**config.mk**
```make
export PLATFORM = sky130hd
export DESIGN_NAME = spct_timer_route
export DESIGN_NICKNAME = d
export VERILOG_FILES = /design/src/include/spct_pkg.sv /design/src/include/spct_cmp_if.sv /design/src/core/spct_baud_div.sv /design/src/core/spct_comparator.sv /design/src/core/spct_timer_route.sv
export SDC_FILE = /design/constraint.sdc
export NUM_CORES = 1
export LEC_CHECK = 0
export ABC_CLOCK_PERIOD_IN_PS = 3300
export BUFFER_PORTS_ARGS = -buffer_cell sky130_fd_sc_hd__buf_4
export CORE_MARGIN = 3
export CORE_UTILIZATION = 30
export CTS_BUF_LIST = sky130_fd_sc_hd__clkbuf_16
export CTS_CLUSTER_DIAMETER = 100
export DETAILED_ROUTE_END_ITERATION = 16
export RECOVER_POWER = 100
export SYNTH_ARGS = -nofsm -noshare
export SYNTH_HDL_FRONTEND = slang
export SYNTH_SLANG_ARGS = --single-unit
```
**constraint.sdc**
```tcl
create_clock -name i_sys_clk -period 3.3 [get_ports i_sys_clk]
set_input_delay 0 -clock i_sys_clk [delete_from_list [all_inputs] [get_ports i_sys_clk]]
set_output_delay 0 -clock i_sys_clk [all_outputs]
set_load 0.005 [all_outputs]
```
**src/include/spct_pkg.sv**
```systemverilog
// constants and types shared by the compare timer and routing block
package spct_pkg;
   // register byte offsets
   localparam logic [7:0] OFS_CMP0 = 8'h68;
   localparam logic [7:0] OFS_CMP1 = 8'h6C;
   localparam logic [7:0] OFS_CMP2 = 8'h70;
   localparam logic [7:0] OFS_PEN = 8'h74;
   localparam logic [7:0] OFS_LOC = 8'h78;
   localparam logic [7:0] OFS_BAUD = 8'h80;
   localparam logic [7:0] OFS_STAT = 8'h84;
   localparam logic [7:0] OFS_CTRL = 8'h88;
   // reset value of every register
   localparam logic [31:0] REG_RST = 32'h0000_0000;
   // writable bits of each register, the rest read zero
   localparam logic [31:0] CMP_MASK = 32'h0177_00FF;
   localparam logic [31:0] PEN_MASK = 32'h0000_003F;
   localparam logic [31:0] LOC_MASK = 32'h3F3F_3F3F;
   localparam logic [31:0] BAUD_MASK = 32'h0000_FFFF;
   localparam logic [31:0] CTRL_MASK = 32'h0000_0001;
   // comparator config fields
   localparam int CMP_VAL_LSB = 0;
   localparam int CMP_START_LSB = 16;
   localparam int CMP_STOP_LSB = 20;
   localparam int CMP_RESTART_BIT = 24;
   // pin enable bits
   localparam int PEN_RX_BIT = 0;
   localparam int PEN_TX_BIT = 1;
   localparam int PEN_CS_BIT = 2;
   localparam int PEN_CLK_BIT = 3;
   localparam int PEN_CTS_BIT = 4;
   localparam int PEN_RTS_BIT = 5;
   // location fields
   localparam int LOC_RX_LSB = 0;
   localparam int LOC_TX_LSB = 8;
   localparam int LOC_CS_LSB = 16;
   localparam int LOC_CLK_LSB = 24;
   // status fields
   localparam int STAT_FLAG_LSB = 0;
   localparam int STAT_EN_LSB = 8;
   localparam int STAT_TIMER_LSB = 16;
   // control bits
   localparam int CTRL_RXINV_BIT = 0;
   // start and stop source codes
   localparam logic [2:0] START_OFF = 3'h0;
   localparam logic [2:0] START_TXEND = 3'h1;
   localparam logic [2:0] START_TXDONE = 3'h2;
   localparam logic [2:0] START_RX_GOES_ACTIVE = 3'h3;
   localparam logic [2:0] START_RXEND = 3'h4;
   localparam logic [2:0] STOP_MATCH = 3'h0;
   localparam logic [2:0] STOP_TXBEGIN = 3'h1;
   localparam logic [2:0] STOP_RX_GOES_ACTIVE = 3'h2;
   localparam logic [2:0] STOP_RXINACT = 3'h3;
   // spans in baud-times
   localparam logic [8:0] SPAN_OF_ZERO = 9'h100;
   localparam logic [8:0] SPAN_FIX0 = 9'h000;
   localparam logic [8:0] SPAN_FIX1 = 9'h001;
   localparam logic [8:0] SPAN_FIX2 = 9'h002;
   localparam logic [8:0] SPAN_FIX3 = 9'h003;
   localparam logic [8:0] SPAN_FIX4 = 9'h007;
   localparam int NUM_CMP = 3;
   typedef enum logic {CMP_IDLE, CMP_ARMED} spct_cmp_state_e;
endpackage
```
**src/include/spct_cmp_if.sv**
```systemverilog
// configuration, events and match results of one comparator channel
`timescale 1ns/1ps
interface spct_cmp_if;
   logic [2:0] start_src;
   logic [2:0] stop_src;
   logic restart;
   logic [7:0] value;
   logic tick;
   logic [8:0] timer_next;
   logic ev_tx_end;
   logic ev_tx_done;
   logic ev_tx_begin;
   logic ev_rx_act;
   logic ev_rx_inact;
   logic ev_rx_end;
   logic started;
   logic armed;
   logic match;
   modport ctrl (output start_src, stop_src, restart, value, tick, timer_next, ev_tx_end, ev_tx_done,
                 ev_tx_begin, ev_rx_act, ev_rx_inact, ev_rx_end, input started, armed, match);
   modport chan (input start_src, stop_src, restart, value, tick, timer_next, ev_tx_end, ev_tx_done,
                 ev_tx_begin, ev_rx_act, ev_rx_inact, ev_rx_end, output started, armed, match);
endinterface

```
**src/core/spct_baud_div.sv**
```systemverilog
// divider that makes the one-cycle baud-time enable
`timescale 1ns/1ps
module spct_baud_div #(
   parameter int DIV_W = 16
) (
   // clock and reset
   input wire logic i_sys_clk,
   input wire logic i_resetn,
   // divisor, tick every divisor+1 cycles
   input wire logic [DIV_W-1:0] i_divisor,
   // timer start, aligns the first baud-time to it
   input wire logic i_restart,
   // baud-time enable
   output logic o_tick
);
   logic [DIV_W-1:0] count;
   wire logic at_end = (count >= i_divisor);
   assign o_tick = at_end;
   always_ff @(posedge i_sys_clk) begin
      if (!i_resetn) begin
         count <= '0;
      end else if (i_restart || at_end) begin
         count <= '0;
      end else begin
         count <= count + {{(DIV_W-1){1'b0}}, 1'b1};
      end
   end
endmodule

```
**src/core/spct_comparator.sv**
```systemverilog
// one comparator channel: arming, match and disarming
`timescale 1ns/1ps
module spct_comparator (
   // clock and reset
   input wire logic i_sys_clk,
   input wire logic i_resetn,
   // channel link
   spct_cmp_if.chan cmp
);
   spct_pkg::spct_cmp_state_e state;
   spct_pkg::spct_cmp_state_e next_state;
   wire logic [8:0] span = (cmp.value == 8'h00) ? spct_pkg::SPAN_OF_ZERO : {1'b0, cmp.value};
   wire logic start_hit = (cmp.start_src == spct_pkg::START_TXEND && cmp.ev_tx_end)
                        || (cmp.start_src == spct_pkg::START_TXDONE && cmp.ev_tx_done)
                        || (cmp.start_src == spct_pkg::START_RX_GOES_ACTIVE && cmp.ev_rx_act)
                        || (cmp.start_src == spct_pkg::START_RXEND && cmp.ev_rx_end);
   wire logic is_match = (state == spct_pkg::CMP_ARMED) && cmp.tick && (cmp.timer_next == span);
   wire logic stop_hit = (cmp.stop_src == spct_pkg::STOP_MATCH && is_match)
                       || (cmp.stop_src == spct_pkg::STOP_TXBEGIN && cmp.ev_tx_begin)
                       || (cmp.stop_src == spct_pkg::STOP_RX_GOES_ACTIVE && cmp.ev_rx_act)
                       || (cmp.stop_src == spct_pkg::STOP_RXINACT && cmp.ev_rx_inact);
   assign cmp.match = is_match;
   assign cmp.started = start_hit;
   assign cmp.armed = (state == spct_pkg::CMP_ARMED);
   always_comb begin
      next_state = state;
      case (state)
         spct_pkg::CMP_IDLE: begin
            if (start_hit) begin
               next_state = spct_pkg::CMP_ARMED;
            end
         end
         spct_pkg::CMP_ARMED: begin
            if (cmp.start_src == spct_pkg::START_OFF) begin
               next_state = spct_pkg::CMP_IDLE;
            end else if (stop_hit && !start_hit) begin
               next_state = spct_pkg::CMP_IDLE;
            end
         end
         default: begin
            next_state = spct_pkg::CMP_IDLE;
         end
      endcase
   end
   always_ff @(posedge i_sys_clk) begin
      if (!i_resetn) begin
         state <= spct_pkg::CMP_IDLE;
      end else begin
         state <= next_state;
      end
   end
endmodule

```
**src/core/spct_timer_route.sv**
```systemverilog
// compare timer channels and pin routing registers of a serial port
// What this block does
// - start field: 0 keeps disabled; 1-4 arm at tx end, tx done, rx active, rx end.
// - stop field: 0 own match, 1 tx begin, 2 rx active, 3 rx inactive.
// - timer equal to compare value gives that channel's event and sets its flag.
// - compare value counts baud-times; zero means 256 baud-times.
// - receive line counts active when low by default.
// - all comparator fields reset to zero.
// - pin enable bit 1 transmit pin, bit 0 receive pin, reset off.
// - pin enable bit 3 serial clock pin, bit 2 select pin, reset off.
// - pin enable bit 5 request pin, bit 4 clear pin, reset off.
// - clock, select, transmit locations are 6-bit fields, reset to zero.
// - channel zero stop code 1 disarms at transmit start.
// - timing codes 5 to 7 use channel 0, 1, 2 compare spans.
//
// Implementation choice: the Avalon-MM slave port.
`timescale 1ns/1ps
module spct_timer_route #(
   parameter int DIV_W = 16
) (
   // clock and reset
   input wire logic i_sys_clk,
   input wire logic i_resetn,
   // avalon-mm slave
   input wire logic [7:0] i_avs_address,
   input wire logic i_avs_read,
   input wire logic i_avs_write,
   input wire logic [31:0] i_avs_writedata,
   input wire logic [3:0] i_avs_byteenable,
   output logic [31:0] o_avs_readdata,
   output logic o_avs_waitrequest,
   // serial engine frame events, one-cycle pulses
   input wire logic i_tx_frame_end,
   input wire logic i_tx_done,
   input wire logic i_tx_begin,
   input wire logic i_rx_frame_end,
   // receive line pin
   input wire logic i_rx_line,
   // timing code lookup for the serial engine
   input wire logic [2:0] i_timing_code,
   output logic [8:0] o_timing_span,
   // comparator results
   output logic [2:0] o_match_event,
   output logic [2:0] o_match_flag,
   output logic o_timer_running,
   // pin enables
   output logic o_receive_pin_enable,
   output logic o_transmit_pin_enable,
   output logic o_select_pin_enable,
   output logic o_serial_clock_pin_enable,
   output logic o_clear_pin_enable,
   output logic o_request_pin_enable,
   // pin locations
   output logic [5:0] o_receive_location,
   output logic [5:0] o_transmit_location,
   output logic [5:0] o_select_location,
   output logic [5:0] o_serial_clock_location
);
   logic [31:0] cmp_cfg [spct_pkg::NUM_CMP];
   logic [31:0] pin_enable_mask;
   logic [31:0] pin_location_select_a;
   logic [31:0] baud_divisor;
   logic [31:0] port_control;
   logic [2:0] match_flag;
   logic [8:0] timer;
   logic rx_meta;
   logic rx_sync;
   logic rx_prev;
   logic bus_ack;
   logic [31:0] read_word;
   logic baud_tick;
   logic [2:0] armed_vec;
   logic [2:0] match_vec;
   logic [2:0] start_vec;
   logic [2:0] restart_vec;
   logic [8:0] span_vec [spct_pkg::NUM_CMP];

   // bus decode: one wait cycle, answer on the second
   wire logic bus_req = i_avs_read || i_avs_write;
   wire logic wr_take = i_avs_write && bus_ack;
   wire logic rd_take = i_avs_read && !bus_ack;
   wire logic [31:0] be_mask = {{8{i_avs_byteenable[3]}}, {8{i_avs_byteenable[2]}},
                                {8{i_avs_byteenable[1]}}, {8{i_avs_byteenable[0]}}};
   wire logic sel_cmp0 = (i_avs_address == spct_pkg::OFS_CMP0);
   wire logic sel_cmp1 = (i_avs_address == spct_pkg::OFS_CMP1);
   wire logic sel_cmp2 = (i_avs_address == spct_pkg::OFS_CMP2);
   wire logic sel_pen = (i_avs_address == spct_pkg::OFS_PEN);
   wire logic sel_loc = (i_avs_address == spct_pkg::OFS_LOC);
   wire logic sel_baud = (i_avs_address == spct_pkg::OFS_BAUD);
   wire logic sel_stat = (i_avs_address == spct_pkg::OFS_STAT);
   wire logic sel_ctrl = (i_avs_address == spct_pkg::OFS_CTRL);
   wire logic [2:0] sel_cmp = {sel_cmp2, sel_cmp1, sel_cmp0};
   assign o_avs_waitrequest = bus_req && !bus_ack;

   // receive line: active low unless inverted
   wire logic rx_invert = port_control[spct_pkg::CTRL_RXINV_BIT];
   wire logic rx_active_now = rx_invert ? rx_sync : !rx_sync;
   wire logic rx_active_prev = rx_invert ? rx_prev : !rx_prev;
   wire logic ev_rx_act = rx_active_now && !rx_active_prev;
   wire logic ev_rx_inact = !rx_active_now && rx_active_prev;

   // shared timer
   wire logic any_armed = |armed_vec;
   wire logic any_start = |start_vec;
   wire logic any_restart = |(match_vec & restart_vec);
   wire logic [8:0] timer_next = timer + 9'h001;
   wire logic [2:0] flag_clear = (wr_take && sel_stat && i_avs_byteenable[0])
                                 ? i_avs_writedata[spct_pkg::STAT_FLAG_LSB +: 3] : 3'h0;

   spct_baud_div #(
      .DIV_W(DIV_W)
   ) u_baud_div (
      .i_sys_clk(i_sys_clk),
      .i_resetn(i_resetn),
      .i_divisor(baud_divisor[DIV_W-1:0]),
      .i_restart(any_start),
      .o_tick(baud_tick)
   );

   genvar ch;
   generate
      for (ch = 0; ch < spct_pkg::NUM_CMP; ch++) begin : g_cmp
         spct_cmp_if cif ();
         assign cif.start_src = cmp_cfg[ch][spct_pkg::CMP_START_LSB +: 3];
         assign cif.stop_src = cmp_cfg[ch][spct_pkg::CMP_STOP_LSB +: 3];
         assign cif.restart = cmp_cfg[ch][spct_pkg::CMP_RESTART_BIT];
         assign cif.value = cmp_cfg[ch][spct_pkg::CMP_VAL_LSB +: 8];
         assign cif.tick = baud_tick;
         assign cif.timer_next = timer_next;
         assign cif.ev_tx_end = i_tx_frame_end;
         assign cif.ev_tx_done = i_tx_done;
         assign cif.ev_tx_begin = i_tx_begin;
         assign cif.ev_rx_act = ev_rx_act;
         assign cif.ev_rx_inact = ev_rx_inact;
         assign cif.ev_rx_end = i_rx_frame_end;
         assign armed_vec[ch] = cif.armed;
         assign match_vec[ch] = cif.match;
         assign start_vec[ch] = cif.started;
         assign restart_vec[ch] = cif.restart;
         assign span_vec[ch] = (cif.value == 8'h00) ? spct_pkg::SPAN_OF_ZERO : {1'b0, cif.value};
         spct_comparator u_cmp (
            .i_sys_clk(i_sys_clk),
            .i_resetn(i_resetn),
            .cmp(cif)
         );
         always_ff @(posedge i_sys_clk) begin
            if (!i_resetn) begin
               cmp_cfg[ch] <= spct_pkg::REG_RST;
            end else if (wr_take && sel_cmp[ch]) begin
               cmp_cfg[ch] <= ((cmp_cfg[ch] & ~be_mask) | (i_avs_writedata & be_mask)) & spct_pkg::CMP_MASK;
            end
         end
         always_ff @(posedge i_sys_clk) begin
            if (!i_resetn) begin
               match_flag[ch] <= 1'b0;
            end else if (match_vec[ch]) begin
               match_flag[ch] <= 1'b1;
            end else if (flag_clear[ch]) begin
               match_flag[ch] <= 1'b0;
            end
         end
      end
   endgenerate

   // timing code lookup
   always_comb begin
      case (i_timing_code)
         3'h0: o_timing_span = spct_pkg::SPAN_FIX0;
         3'h1: o_timing_span = spct_pkg::SPAN_FIX1;
         3'h2: o_timing_span = spct_pkg::SPAN_FIX2;
         3'h3: o_timing_span = spct_pkg::SPAN_FIX3;
         3'h4: o_timing_span = spct_pkg::SPAN_FIX4;
         3'h5: o_timing_span = span_vec[0];
         3'h6: o_timing_span = span_vec[1];
         3'h7: o_timing_span = span_vec[2];
         default: o_timing_span = spct_pkg::SPAN_FIX0;
      endcase
   end

   // read mux
   always_comb begin
      read_word = 32'h0000_0000;
      case (1'b1)
         sel_cmp0: read_word = cmp_cfg[0];
         sel_cmp1: read_word = cmp_cfg[1];
         sel_cmp2: read_word = cmp_cfg[2];
         sel_pen: read_word = pin_enable_mask;
         sel_loc: read_word = pin_location_select_a;
         sel_baud: read_word = baud_divisor;
         sel_ctrl: read_word = port_control;
         sel_stat: begin
            read_word[spct_pkg::STAT_FLAG_LSB +: 3] = match_flag;
            read_word[spct_pkg::STAT_EN_LSB +: 3] = armed_vec;
            read_word[spct_pkg::STAT_TIMER_LSB +: 9] = timer;
         end
         default: read_word = 32'h0000_0000;
      endcase
   end

   always_ff @(posedge i_sys_clk) begin
      if (!i_resetn) begin
         bus_ack <= 1'b0;
         o_avs_readdata <= 32'h0000_0000;
      end else begin
         bus_ack <= bus_req && !bus_ack;
         if (rd_take) begin
            o_avs_readdata <= read_word;
         end
      end
   end

   // routing registers, reserved bits masked off
   always_ff @(posedge i_sys_clk) begin
      if (!i_resetn) begin
         pin_enable_mask <= spct_pkg::REG_RST;
         pin_location_select_a <= spct_pkg::REG_RST;
         baud_divisor <= spct_pkg::REG_RST;
         port_control <= spct_pkg::REG_RST;
      end else if (wr_take) begin
         if (sel_pen) begin
            pin_enable_mask <= ((pin_enable_mask & ~be_mask) | (i_avs_writedata & be_mask)) & spct_pkg::PEN_MASK;
         end
         if (sel_loc) begin
            pin_location_select_a <= ((pin_location_select_a & ~be_mask) | (i_avs_writedata & be_mask))
                                     & spct_pkg::LOC_MASK;
         end
         if (sel_baud) begin
            baud_divisor <= ((baud_divisor & ~be_mask) | (i_avs_writedata & be_mask)) & spct_pkg::BAUD_MASK;
         end
         if (sel_ctrl) begin
            port_control <= ((port_control & ~be_mask) | (i_avs_writedata & be_mask)) & spct_pkg::CTRL_MASK;
         end
      end
   end

   // receive line synchroniser and edge history
   always_ff @(posedge i_sys_clk) begin
      if (!i_resetn) begin
         rx_meta <= 1'b1;
         rx_sync <= 1'b1;
         rx_prev <= 1'b1;
      end else begin
         rx_meta <= i_rx_line;
         rx_sync <= rx_meta;
         rx_prev <= rx_sync;
      end
   end

   // shared timer: cleared on start or restarting match, counts baud-times while armed
   always_ff @(posedge i_sys_clk) begin
      if (!i_resetn) begin
         timer <= 9'h000;
      end else if (any_start) begin
         timer <= 9'h000;
      end else if (any_restart) begin
         timer <= 9'h000;
      end else if (any_armed && baud_tick) begin
         timer <= timer_next;
      end
   end

   assign o_match_event = match_vec;
   assign o_match_flag = match_flag;
   assign o_timer_running = any_armed;
   assign o_receive_pin_enable = pin_enable_mask[spct_pkg::PEN_RX_BIT];
   assign o_transmit_pin_enable = pin_enable_mask[spct_pkg::PEN_TX_BIT];
   assign o_select_pin_enable = pin_enable_mask[spct_pkg::PEN_CS_BIT];
   assign o_serial_clock_pin_enable = pin_enable_mask[spct_pkg::PEN_CLK_BIT];
   assign o_clear_pin_enable = pin_enable_mask[spct_pkg::PEN_CTS_BIT];
   assign o_request_pin_enable = pin_enable_mask[spct_pkg::PEN_RTS_BIT];
   assign o_receive_location = pin_location_select_a[spct_pkg::LOC_RX_LSB +: 6];
   assign o_transmit_location = pin_location_select_a[spct_pkg::LOC_TX_LSB +: 6];
   assign o_select_location = pin_location_select_a[spct_pkg::LOC_CS_LSB +: 6];
   assign o_serial_clock_location = pin_location_select_a[spct_pkg::LOC_CLK_LSB +: 6];
endmodule

```
==> flow_metrics.tcl, run 1 <==
set metrics [dict create \
    status "complete, but fails checks" \
    violations "capacitance limit, slew limit" \
    final.min_clock_period_ns 3.027 \
    holdBufCountCts 33 \
    htreeDepth 4 \
    yosys_warnings 0 \
    regArea_um2 3593 \
    diodes 0 \
    clk_latency_ns 0.43 \
    synth.avg_cell_area_um2 9.081 \
    utilization 0.3772 \
    combPwrFrac 0.092 \
    hold_viol 0 \
    p_switching_w 0.001111 \
    multi_input_area_um2 4801 \
    overflow 0 \
    layout-drive-gt1-share 0.1409 \
    area_growth_syn_to_layout_pct 23.36 \
    swShare 0.2504 \
    core_um2 28780 \
    drc 0 \
    dieArea_um2 31420 \
    synth-edff-count 45 \
    synth_cell_types 76 \
    async_reset_ff_frac 0 \
    grt_max_degree 51 \
    syn_inst 969 \
    grt_pass1_wl_um 44750 \
    start_kind "register" \
    post_cts_buffers 0 \
    grt_setup_unrepaired "false" \
    fmax_mhz 330.3 \
    root_buffer "clkbuf_16" \
    clk_path_buf_depth 2 \
    cp_max_fo 13 \
    finalSetupViolCount 0 \
    via_per_inst 5.274 \
    fin_crit_sh 0.9174 \
    initial_utilization 0.3058 \
    syn_area_um2 8800 \
    antenna_found_initial 0 \
    routedWlPerCell_um 19.23 \
    clock_sinks 157 \
    dp_cells 1440 \
    ir_drop_mv 0.3513 \
    worstMarginPinSlew_ns 1.895 \
    drv_cap 1 \
    seq_area_frac_synth 0.4084 \
    clock_skew_ns 0.009629 \
    clkTransAtPathRegs_ns 0.07 \
    p_leak_nw 3.884 \
    final_net_count 1182 \
    seq_power_share 0.469 \
    fill_cells 2891 \
    p_int_w 0.003326 \
    grt_usage 0.1841 \
    gp_congestion 0.9450 \
    worstPathRequired_ns 3.30 \
    relSlewSlack -0.2636 \
    cp.arrival_ns 3.03 \
    io_buffers 129 \
    powerDensity_nw_per_um2 408.7 \
    p_clk_frac 0.439 \
    ys_ff_latch 157 \
    boundaryPins 135 \
    reg2regPathDepth 6 \
    min_path_type "input port to register" \
    endpoint_kind "primary output" \
    die_h_um 177.3 \
    rows 62 \
    grt_pass1_vias 7635 \
    drv_slew 51 \
    route.vias.total 7938 \
    dpl.hpwl_um 21540 \
    tns_ns 0 \
    cts_resized 0 \
    drtIter0Drc 797 \
    drt-total-wl_um 28940 \
    synth_flop_cell "dfxtp_1" \
    cts_tree "done" \
    crit_type "register to primary output" \
    cts_buffers 17 \
    fp.dieW_um 177.3 \
    dr.pass1.iters 5 \
    hold_depth 4 \
    instances_no_fill 1505 \
    ant_nets 0 \
]
==> power by group through the flow <==
stage	sequential [W]	combinational [W]	clock [W]
2_1_floorplan	0.00209	0.000223	0
3_3_place_gp	0.00212	0.000385	0
3_5_place_dp	0.00212	0.000387	0
4_1_cts	0.00208	0.000421	0.00199
5_1_grt	0.00208	0.000445	0.00206
6_report	0.00208	0.000408	0.00195
==> Yosys cell counts (3+ instances only) <==
cell,instances,share of area
dfxtp_1,112,0.25
a21oi_1,93,0.053
nand2_1,67,0.029
nor2b_1,65,0.046
nor2_1,63,0.027
nand2b_1,52,0.037
mux2i_1,49,0.056
o21ai_0,48,0.027
edfxtp_1,45,0.15
clkbuf_1,40,0.017
inv_1,29,0.012
xnor2_1,29,0.029
nand3_1,20,0.011
a22oi_1,18,0.015
ha_1,18,0.026
xor2_1,18,0.018
a21boi_0,12,0.010
buf_2,12,0.0068
nand4_1,11,0.0078
a31oi_1,10,0.0071
and3_1,8,0.0057
a221o_1,7,0.0080
a221oi_1,7,0.0070
buf_4,7,0.0060
nor3_1,7,0.0040
or4_1,7,0.0060
or3_1,6,0.0043
a211oi_1,5,0.0043
a21o_1,5,0.0043
and4_1,5,0.0050
o2111ai_1,5,0.0050
o211ai_1,5,0.0043
xnor3_1,5,0.013
a222oi_1,4,0.0046
and2_1,4,0.0028
mux2_2,4,0.0051
o22ai_1,4,0.0028
o32a_1,4,0.0046
a41oi_1,3,0.0030
nand3_2,3,0.0034
nand3b_1,3,0.0026
o221a_2,3,0.0038
o41ai_1,3,0.0030
==> cell usage in the layout, fill, tap and decap left out, drive strengths merged, types with 9 or more instances in the layout <==
cell type and count:
clkbuf 105, inv 35, nand3 23, nand4 12, edfxtp 45, a31oi 10
nand2 68, dlygate4sd3 33, a21boi 13, nor3 9, a22oi 18, nor2b 65
dfxtp 112, o21ai 50, nor2 66, mux2i 49, buf 59, xor2 18
a21oi 93, nand2b 52, ha 18, xnor2 29
==> worst paths after layout <==
check                           slack [ns]                   from                             end
worst min-delay path                  0.04            i_avs_write              bus_ack$_SDFF_PN0_
worst max-delay path                  0.27  timer[2]$_SDFFE_PP0P_                o_match_event[2]
worst max register to register        0.37     bus_ack$_SDFF_PN0_  o_avs_readdata[9]$_SDFFE_PN0P_
worst min register to register        0.41     rx_meta$_SDFF_PN1_              rx_sync$_SDFF_PN1_
==> per-stage QoR <==
step                      instance area, um^2  setup slack [ns]  hold slack, ns  total power (W)
after global routing                    10860            0.1322         0.05147         0.004590
after detailed placement                10120            0.7516          0.1885         0.002506
after CTS                               11030            0.3633        0.005292         0.004487
after global placement                  10120            0.7713          0.1895         0.002504
final                                   10860            0.2727         0.04174         0.004437
after floorplan                          8803            0.6593          0.1015         0.002316
==> final cells by class <==
type | count | area share
clock buffers | 17 | 0.03919
well taps | 384 | 0.04426
multi-input cells | 722 | 0.4423
inverters | 30 | 0.01037
repair buffers | 180 | 0.1192
clock inverters | 15 | 0.01372
flip-flops and latches | 157 | 0.3310
==> cell families (layout without fill, tap and decap cells) <==
group | Yosys count | after routing | share of synthesized area
other | 1 | 2 | 0.0004262
buffers and inverters | 91 | 242 | 0.04351
xor gates and xnor gates | 52 | 52 | 0.05958
muxes | 53 | 53 | 0.06086
and+or+nand+nor | 343 | 343 | 0.2167
DFF | 157 | 157 | 0.4084
AOI/OAI and AO/OA | 254 | 254 | 0.1850
adders and majority gates | 18 | 18 | 0.02559
==> critical path, cell delays in order, from the launching register on <==
cell	delay, ns
dfxtp_1	0.66
and3_1	0.45
nand3_1	0.17
or3_1	0.35
a32oi_1	0.36
and4bb_1	0.36
clkbuf_1	0.23
==> routing by layer <==
| layer | GRT usage | part of all wire | vias up |
|---|---|---|---|
| met3 | 0.03496 | 0.067 | 40 |
| li1 | - | - | 3785 |
| met1 | 0.2486 | 0.44 | 3797 |
| met5 | 0 | 0 | - |
| met4 | 0.05007 | 0.016 | 0 |
| met2 | 0.3014 | 0.47 | 316 |
No activity file was read; power rests on OpenSTA's default activity.
==> run 2: changes to the inputs <==
--- a/config.mk
+++ b/config.mk
@@ -5,6 +5,7 @@
 export SDC_FILE = /design/constraint.sdc
 export NUM_CORES = 1
 export LEC_CHECK = 0
+export ABC_AREA = 1
 export ABC_CLOCK_PERIOD_IN_PS = 3300
 export BUFFER_PORTS_ARGS = -buffer_cell sky130_fd_sc_hd__buf_4
 export CORE_MARGIN = 3
@@ -13,6 +14,7 @@
 export CTS_CLUSTER_DIAMETER = 100
 export DETAILED_ROUTE_END_ITERATION = 16
 export RECOVER_POWER = 100
+export SLEW_MARGIN = 30
 export SYNTH_ARGS = -nofsm -noshare
 export SYNTH_HDL_FRONTEND = slang
 export SYNTH_SLANG_ARGS = --single-unit
==> run 2 against run 1 <==
Effect of this change:
- the flow still finishes with violations (capacitance limit, slew limit)
- worst hold slack got worse by 0.019 ns
- critical path depth rose by 6
- clock skew rose by 0.0049 ns
- die area fell by 2.0%
- sequential share of layout area rose by 0.50 points
- flip-flop and latch count did not move
- synthesized cell count rose by 25%
- synthesized area fell by 2.1%
- combinational power fell by 8.1%
- global-route usage rose by 1.1 points
==> flow_metrics.tcl, run 2 <==
set metrics [dict create \
    netlist_top_cells_area "dfxtp_1, edfxtp_1, nand2_1" \
    core_um2 28010 \
    violations "capacitance limit, slew limit" \
    worstMarginPinSlew_ns 2.032 \
    antenna_found_initial 0 \
    ys_ff_latch 157 \
    grt_pass1_wl_um 46790 \
    cp.arrival_ns 3.04 \
    gp_congestion 0.9872 \
    cts_tree "done" \
    min_from "i_avs_writedata[22]" \
    clkTransAtPathRegs_ns 0.07 \
    initial_utilization 0.3076 \
    fill_cells 3030 \
    post_cts_buffers 0 \
    grt_usage 0.1948 \
    synth.avg_cell_area_um2 7.097 \
    via_per_inst 4.981 \
    root_buffer "clkbuf_16" \
    grt_pass1_vias 8103 \
    combPwrFrac 0.086 \
    ir_drop_mv 0.3217 \
    endpoint_kind "primary output" \
    yosys_warnings 0 \
    synth_top_area_share 0.2602 \
    area_growth_syn_to_layout_pct 24.14 \
    syn_area_um2 8616 \
    boundaryPins 135 \
    io_buffers 129 \
    relSlewSlack -0.3544 \
    grt_max_degree 57 \
    route.vias.total 8757 \
    grt_setup_unrepaired "false" \
    reg2reg_to "u_baud_div.count[2]$_SDFF_PP0_" \
    place_ws_ns 0.7591 \
    worstPathRequired_ns 3.30 \
    overflow 0 \
    final.min_clock_period_ns 3.044 \
    fin_crit_sh 0.9224 \
    status "complete, but fails checks" \
    cts_resized 0 \
    powerDensity_nw_per_um2 407.6 \
    hold_depth 5 \
    htreeDepth 4 \
    min_path_type "input port to register" \
    p_clk_frac 0.442 \
    layout_setup_ws_ns 0.2560 \
    fp.dieW_um 175.5 \
    drv_slew 35 \
    cp_max_fo 10 \
    p_switching_w 0.001150 \
    clock_sinks 157 \
    drc 0 \
    holdBufCountCts 35 \
    ant_nets 0 \
    whs_endpoint "cmp_cfg[0][13]$_SDFFCE_PN0P_" \
    dpl.hpwl_um 23390 \
    start_kind "register" \
    drtIter0Drc 723 \
    hold_viol 0 \
    reg2regPathDepth 9 \
    swShare 0.2638 \
    drt-total-wl_um 30690 \
    async_reset_ff_frac 0 \
    drv_cap 1 \
    die_h_um 175.5 \
    routedWlPerCell_um 17.46 \
    clk_latency_ns 0.44 \
    synth_top_area_cell "dfxtp_1" \
    clock_skew_ns 0.01455 \
    layout_common_cells "nand2_1, inv_1, nor2_1" \
    diodes 0 \
    p_leak_nw 4.494 \
    cts_buffers 17 \
    crit_type "register to primary output" \
    rows 61 \
    fmax_mhz 328.5 \
    p_int_w 0.003209 \
    layout_commonest_cell "nand2_1" \
    dieArea_um2 30790 \
    clk_path_buf_depth 2 \
    tns_ns 0 \
    rrSetupSlack_ns 0.56 \
    synth_cell_types 51 \
    synth.most_common_cell "nand2_1" \
    final_net_count 1441 \
    synth_flop_cell "dfxtp_1" \
    layout-drive-gt1-share 0.1283 \
    dr.pass1.iters 5 \
    seq_power_share 0.472 \
    synth-edff-count 45 \
    finalSetupViolCount 0 \
    syn_inst 1214 \
    yosys-top-cells-count "nand2_1, inv_1, nor2_1" \
    seq_area_frac_synth 0.4171 \
]
-- run 2: cell types whose count changed after synthesis, moves of 18 or more --
cell / before / now
nor3_1: 7 / 26
nor2_1: 63 / 144
nand3_1: 20 / 64
nor2b_1: 65 / 0
nand2_1: 67 / 286
inv_1: 29 / 147
o21ai_0: 48 / 74
nand2b_1: 52 / 0
mux2i_1: 49 / 0
clkbuf_1: 40 / 22
xnor2_1: 29 / 4
a21oi_1: 93 / 140
-- run 2: worst max-delay path by stage --
stage / start / slack, ns / to / depth (start not counted)
2_1_floorplan: i_avs_address[1] / 1.02 / cmp_cfg[0][0]$_SDFFCE_PN0P_ / 6
3_3_place_gp: timer[0]$_SDFFE_PP0P_ / 0.83 / o_match_flag[1]$_SDFFE_PN0P_ / 11
3_5_place_dp: register / 0.76 / timer[8]$_SDFFE_PP0P_ / 11
4_1_cts: timer[0]$_SDFFE_PP0P_ / 0.37 / o_match_event[1] / 12
5_1_grt: timer[0]$_SDFFE_PP0P_ / 0.09 / o_match_event[1] / 12
6_report: timer[0]$_SDFFE_PP0P_ / 0.26 / o_match_event[1] / 12
-- run 2: cell families after synthesis --
logic type | after synthesis | share of synthesized area
buffers and inverters | 193 | 0.09004
flip-flops | 157 | 0.4171
AO/OA/AOI/OAI | 252 | 0.1587
XOR/XNOR | 11 | 0.01118
other | 1 | 0.0004352
AND/OR/NAND/NOR | 582 | 0.2964
adder cells (fa/ha/maj) | 18 | 0.02614
-- run 2: worst max-delay path: stages (launching register included) --
cell and delay, ns:
dfxtp_1 0.59, ha_1 0.37, nand2_2 0.15, nor2_4 0.15
nand2_1 0.10, nand2_2 0.15, o21ai_0 0.10, nor2_1 0.09
nand2_1 0.06, nor2_1 0.29, nand3_1 0.30, inv_1 0.13
clkbuf_4 0.14
-- run 2: final cells by class --
| type | instances | area (um^2) | area share |
|---|---|---|---|
| clock buffer | 17 | 425.4 | 0.03978 |
| sequential | 157 | 3593 | 0.3360 |
| clock inverter | 15 | 136.4 | 0.01275 |
| tap | 378 | 473.0 | 0.04422 |
| inverter | 153 | 574.3 | 0.05370 |
| multi-input combinational | 865 | 4190 | 0.3918 |
| timing repair buffer | 173 | 1303 | 0.1218 |
-- run 2: routing by layer --
layer,vias to the layer above,wire (um),track usage
met2,365,13800,0.3091
met1,4035,13610,0.2689
met5,-,0,0
met3,53,2324,0.02983
li1,4304,-,-
met4,0,961,0.07225
-- run 2: power groups by stage --
stage                     sequential [W]  combinational [W]  clock (W)
after floorplan                  0.00208           0.000197          0
after global placement           0.00210           0.000349          0
after detailed placement         0.00210           0.000352          0
after CTS                        0.00206           0.000385    0.00195
after global routing             0.00206           0.000415    0.00204
final                            0.00206           0.000375    0.00193
-- run 2: stage by stage --
stage / instances / cell area (um^2) / utilization / power, W / hold WS [ns]
after global routing: 1758 / 10700 / 0.3818 / 0.004515 / 0.02707
after floorplan: 1215 / 8620 / - / 0.002276 / 0.1066
after CTS: 1758 / 10840 / 0.3871 / 0.004387 / 0.01285
after detailed placement: 1691 / 9930 / 0.3545 / 0.002451 / 0.1938
after global placement: 1691 / 9930 / 0.3545 / 0.002447 / 0.1930
final: 1758 / 10700 / 0.3818 / 0.004359 / 0.02268
==> run 3: changes to the inputs <==
--- a/config.mk
+++ b/config.mk
@@ -5,15 +5,15 @@
 export SDC_FILE = /design/constraint.sdc
 export NUM_CORES = 1
 export LEC_CHECK = 0
-export ABC_AREA = 1
+export ABC_AREA = 0
 export ABC_CLOCK_PERIOD_IN_PS = 3300
 export BUFFER_PORTS_ARGS = -buffer_cell sky130_fd_sc_hd__buf_4
 export CORE_MARGIN = 3
 export CORE_UTILIZATION = 30
-export CTS_BUF_LIST = sky130_fd_sc_hd__clkbuf_16
+export CTS_BUF_LIST = sky130_fd_sc_hd__clkbuf_8
 export CTS_CLUSTER_DIAMETER = 100
 export DETAILED_ROUTE_END_ITERATION = 16
-export RECOVER_POWER = 100
+export RECOVER_POWER = 50
 export SLEW_MARGIN = 30
 export SYNTH_ARGS = -nofsm -noshare
 export SYNTH_HDL_FRONTEND = slang
==> run 3 against run 2 <==
Effect of this change:
- the run still ends with capacitance limit, slew limit left
- total power shrank 9.1%
- combinational power increased by 11%
- largest cell class unchanged
- critical path type unchanged
- cell count is 14% lower
- worst hold slack improved by 0.062 ns
- design area is 1.3% higher
- clock power down 24%
- highest routed layer unchanged
- largest power group unchanged
- wire length down 5.2%
==> flow_metrics.tcl, run 3 (synthesis gave the netlist of run 1 again) <==
set metrics [dict create \
    status "complete, but fails checks" \
    violations "capacitance limit, slew limit" \
    min_path_type "input port to register" \
    routedWlPerCell_um 19.20 \
    grt_max_degree 51 \
    dp_cells 1440 \
    clk_latency_ns 0.46 \
    drt-total-wl_um 29100 \
    via_per_inst 5.263 \
    cp.arrival_ns 3.01 \
    relSlewSlack -0.2653 \
    hold_viol 0 \
    rrSetupSlack_ns 0.68 \
    instances_no_fill 1516 \
    finalSetupViolCount 0 \
    dieArea_um2 31420 \
    final_net_count 1193 \
    htreeDepth 4 \
    clock_sinks 157 \
    dr.max_layer_used "met4" \
    endpoint_kind "primary output" \
    reg2reg_to "o_match_flag[2]$_SDFFE_PN0P_" \
    stdcell_area_um2 10840 \
    final.min_clock_period_ns 3.007 \
    p_int_w 0.002911 \
    grt_usage 0.1849 \
    powerDensity_nw_per_um2 365.6 \
    fp.dieW_um 177.3 \
    cts_buffers 17 \
    area_growth_syn_to_layout_pct 23.13 \
    layout-drive-gt1-share 0.1511 \
    root_buffer "clkbuf_8" \
    p_leak_nw 3.899 \
    boundaryPins 135 \
    fill_cells 2901 \
    start_kind "register" \
    clkTransAtPathRegs_ns 0.09 \
    cp_max_fo 13 \
    initial_utilization 0.3058 \
    diodes 0 \
    p_clk_frac 0.371 \
    wl_met3_um 2051 \
    wl_met1_um 12780 \
    seq_power_share 0.524 \
    antenna_found_initial 0 \
    fin_crit_sh 0.9113 \
    core_um2 28780 \
    grt_pass1_wl_um 44990 \
    worstMarginPinSlew_ns 1.898 \
    rows 62 \
    crit_end "o_match_event[2]" \
    setup.worst_path.start "timer[2]$_SDFFE_PP0P_" \
    clk_path_buf_depth 2 \
    utilization 0.3765 \
    swShare 0.2651 \
    layout_common_cells "dfxtp_1, a21oi_1, nand2_1, buf_4" \
    gp_congestion 0.9450 \
    routed-wl-met2_um 13700 \
    tns_ns 0 \
    crit_type "register to primary output" \
    io_buffers 129 \
    ant_nets 0 \
    dpl.hpwl_um 21540 \
    worstPathRequired_ns 3.30 \
    dr.pass1.iters 5 \
    cts_tree "done" \
    drv_cap 1 \
    p_switching_w 0.001050 \
    drv_slew 51 \
    clock_skew_ns 0.01631 \
    ir_drop_mv 0.2368 \
    route.vias.total 7979 \
    placed_area_um2 10120 \
    grt_pass1_vias 7760 \
    r2r-start "timer[2]$_SDFFE_PP0P_" \
    combPwrFrac 0.105 \
    overflow 0 \
    drtIter0Drc 728 \
    reg2regPathDepth 7 \
    die_h_um 177.3 \
    cts_resized 0 \
    grt_setup_unrepaired "false" \
    layout_commonest_cell "dfxtp_1" \
    fmax_mhz 332.5 \
    drc 0 \
]
==> run 3: worst min path at each step <==
stage                                    from                          end  slack, ns  cells past startpoint
after CTS                 i_avs_byteenable[2]  cmp_cfg[1][8]$_SDFFCE_PN0P_       0.04                      3
after global placement              i_rx_line           rx_meta$_SDFF_PN1_       0.19                      2
after detailed placement            i_rx_line           rx_meta$_SDFF_PN1_       0.19                      2
after global routing      i_avs_byteenable[2]  cmp_cfg[0][8]$_SDFFCE_PN0P_       0.08                      3
final                     i_avs_byteenable[2]  cmp_cfg[1][8]$_SDFFCE_PN0P_       0.08                      3
after floorplan                     i_rx_line           rx_meta$_SDFF_PN1_       0.10                      1
==> run 3: power by group through the flow <==
stage / logic [W] / clock network (W) / registers, W
6_report: 0.000416 / 0.00147 / 0.00208
4_1_cts: 0.000425 / 0.00151 / 0.00207
5_1_grt: 0.000453 / 0.00158 / 0.00208
3_3_place_gp: 0.000385 / 0 / 0.00212
2_1_floorplan: 0.000223 / 0 / 0.00209
3_5_place_dp: 0.000387 / 0 / 0.00212
==> run 3: per-layer routing <==
metal,vias up,global-route usage
met5,-,0
met4,0,0.05661
met3,39,0.03968
met2,301,0.3002
met1,3848,0.2465
li1,3791,-
==> run 3: layout make-up <==
class | instances | area [um^2] | area share
Multi-Input combinational cell | 722 | 4820 | 0.4448
Sequential cell | 157 | 3593 | 0.3316
Timing Repair Buffer | 191 | 1436 | 0.1326
Tap cell | 384 | 480.5 | 0.04434
Clock buffer | 18 | 247.7 | 0.02286
Clock inverter | 14 | 145.1 | 0.01339
Inverter | 30 | 112.6 | 0.01039
==> run 3: worst max-delay path, stage by stage (launching register included) <==
cell and delay, ns:
dfxtp_1 0.67, and3_1 0.45, nand3_1 0.17, or3_1 0.35
a32oi_1 0.36, and4bb_1 0.37, buf_4 0.17
==> run 3: what timing repair did <==
action                                 CTS  global route
endpoints found under the hold margin  104             0
hold buffers                            44             0
buffers inserted                         0             0
==> run 3: stage by stage <==
stage	hold slack, ns	total power (W)	setup slack (ns)
global placement	0.1895	0.002504	0.7713
floorplan	0.1015	0.002316	0.6593
finish	0.08420	0.003962	0.2927
global route	0.08143	0.004113	0.1620
detailed placement	0.1885	0.002506	0.7516
CTS	0.04426	0.004008	0.3045
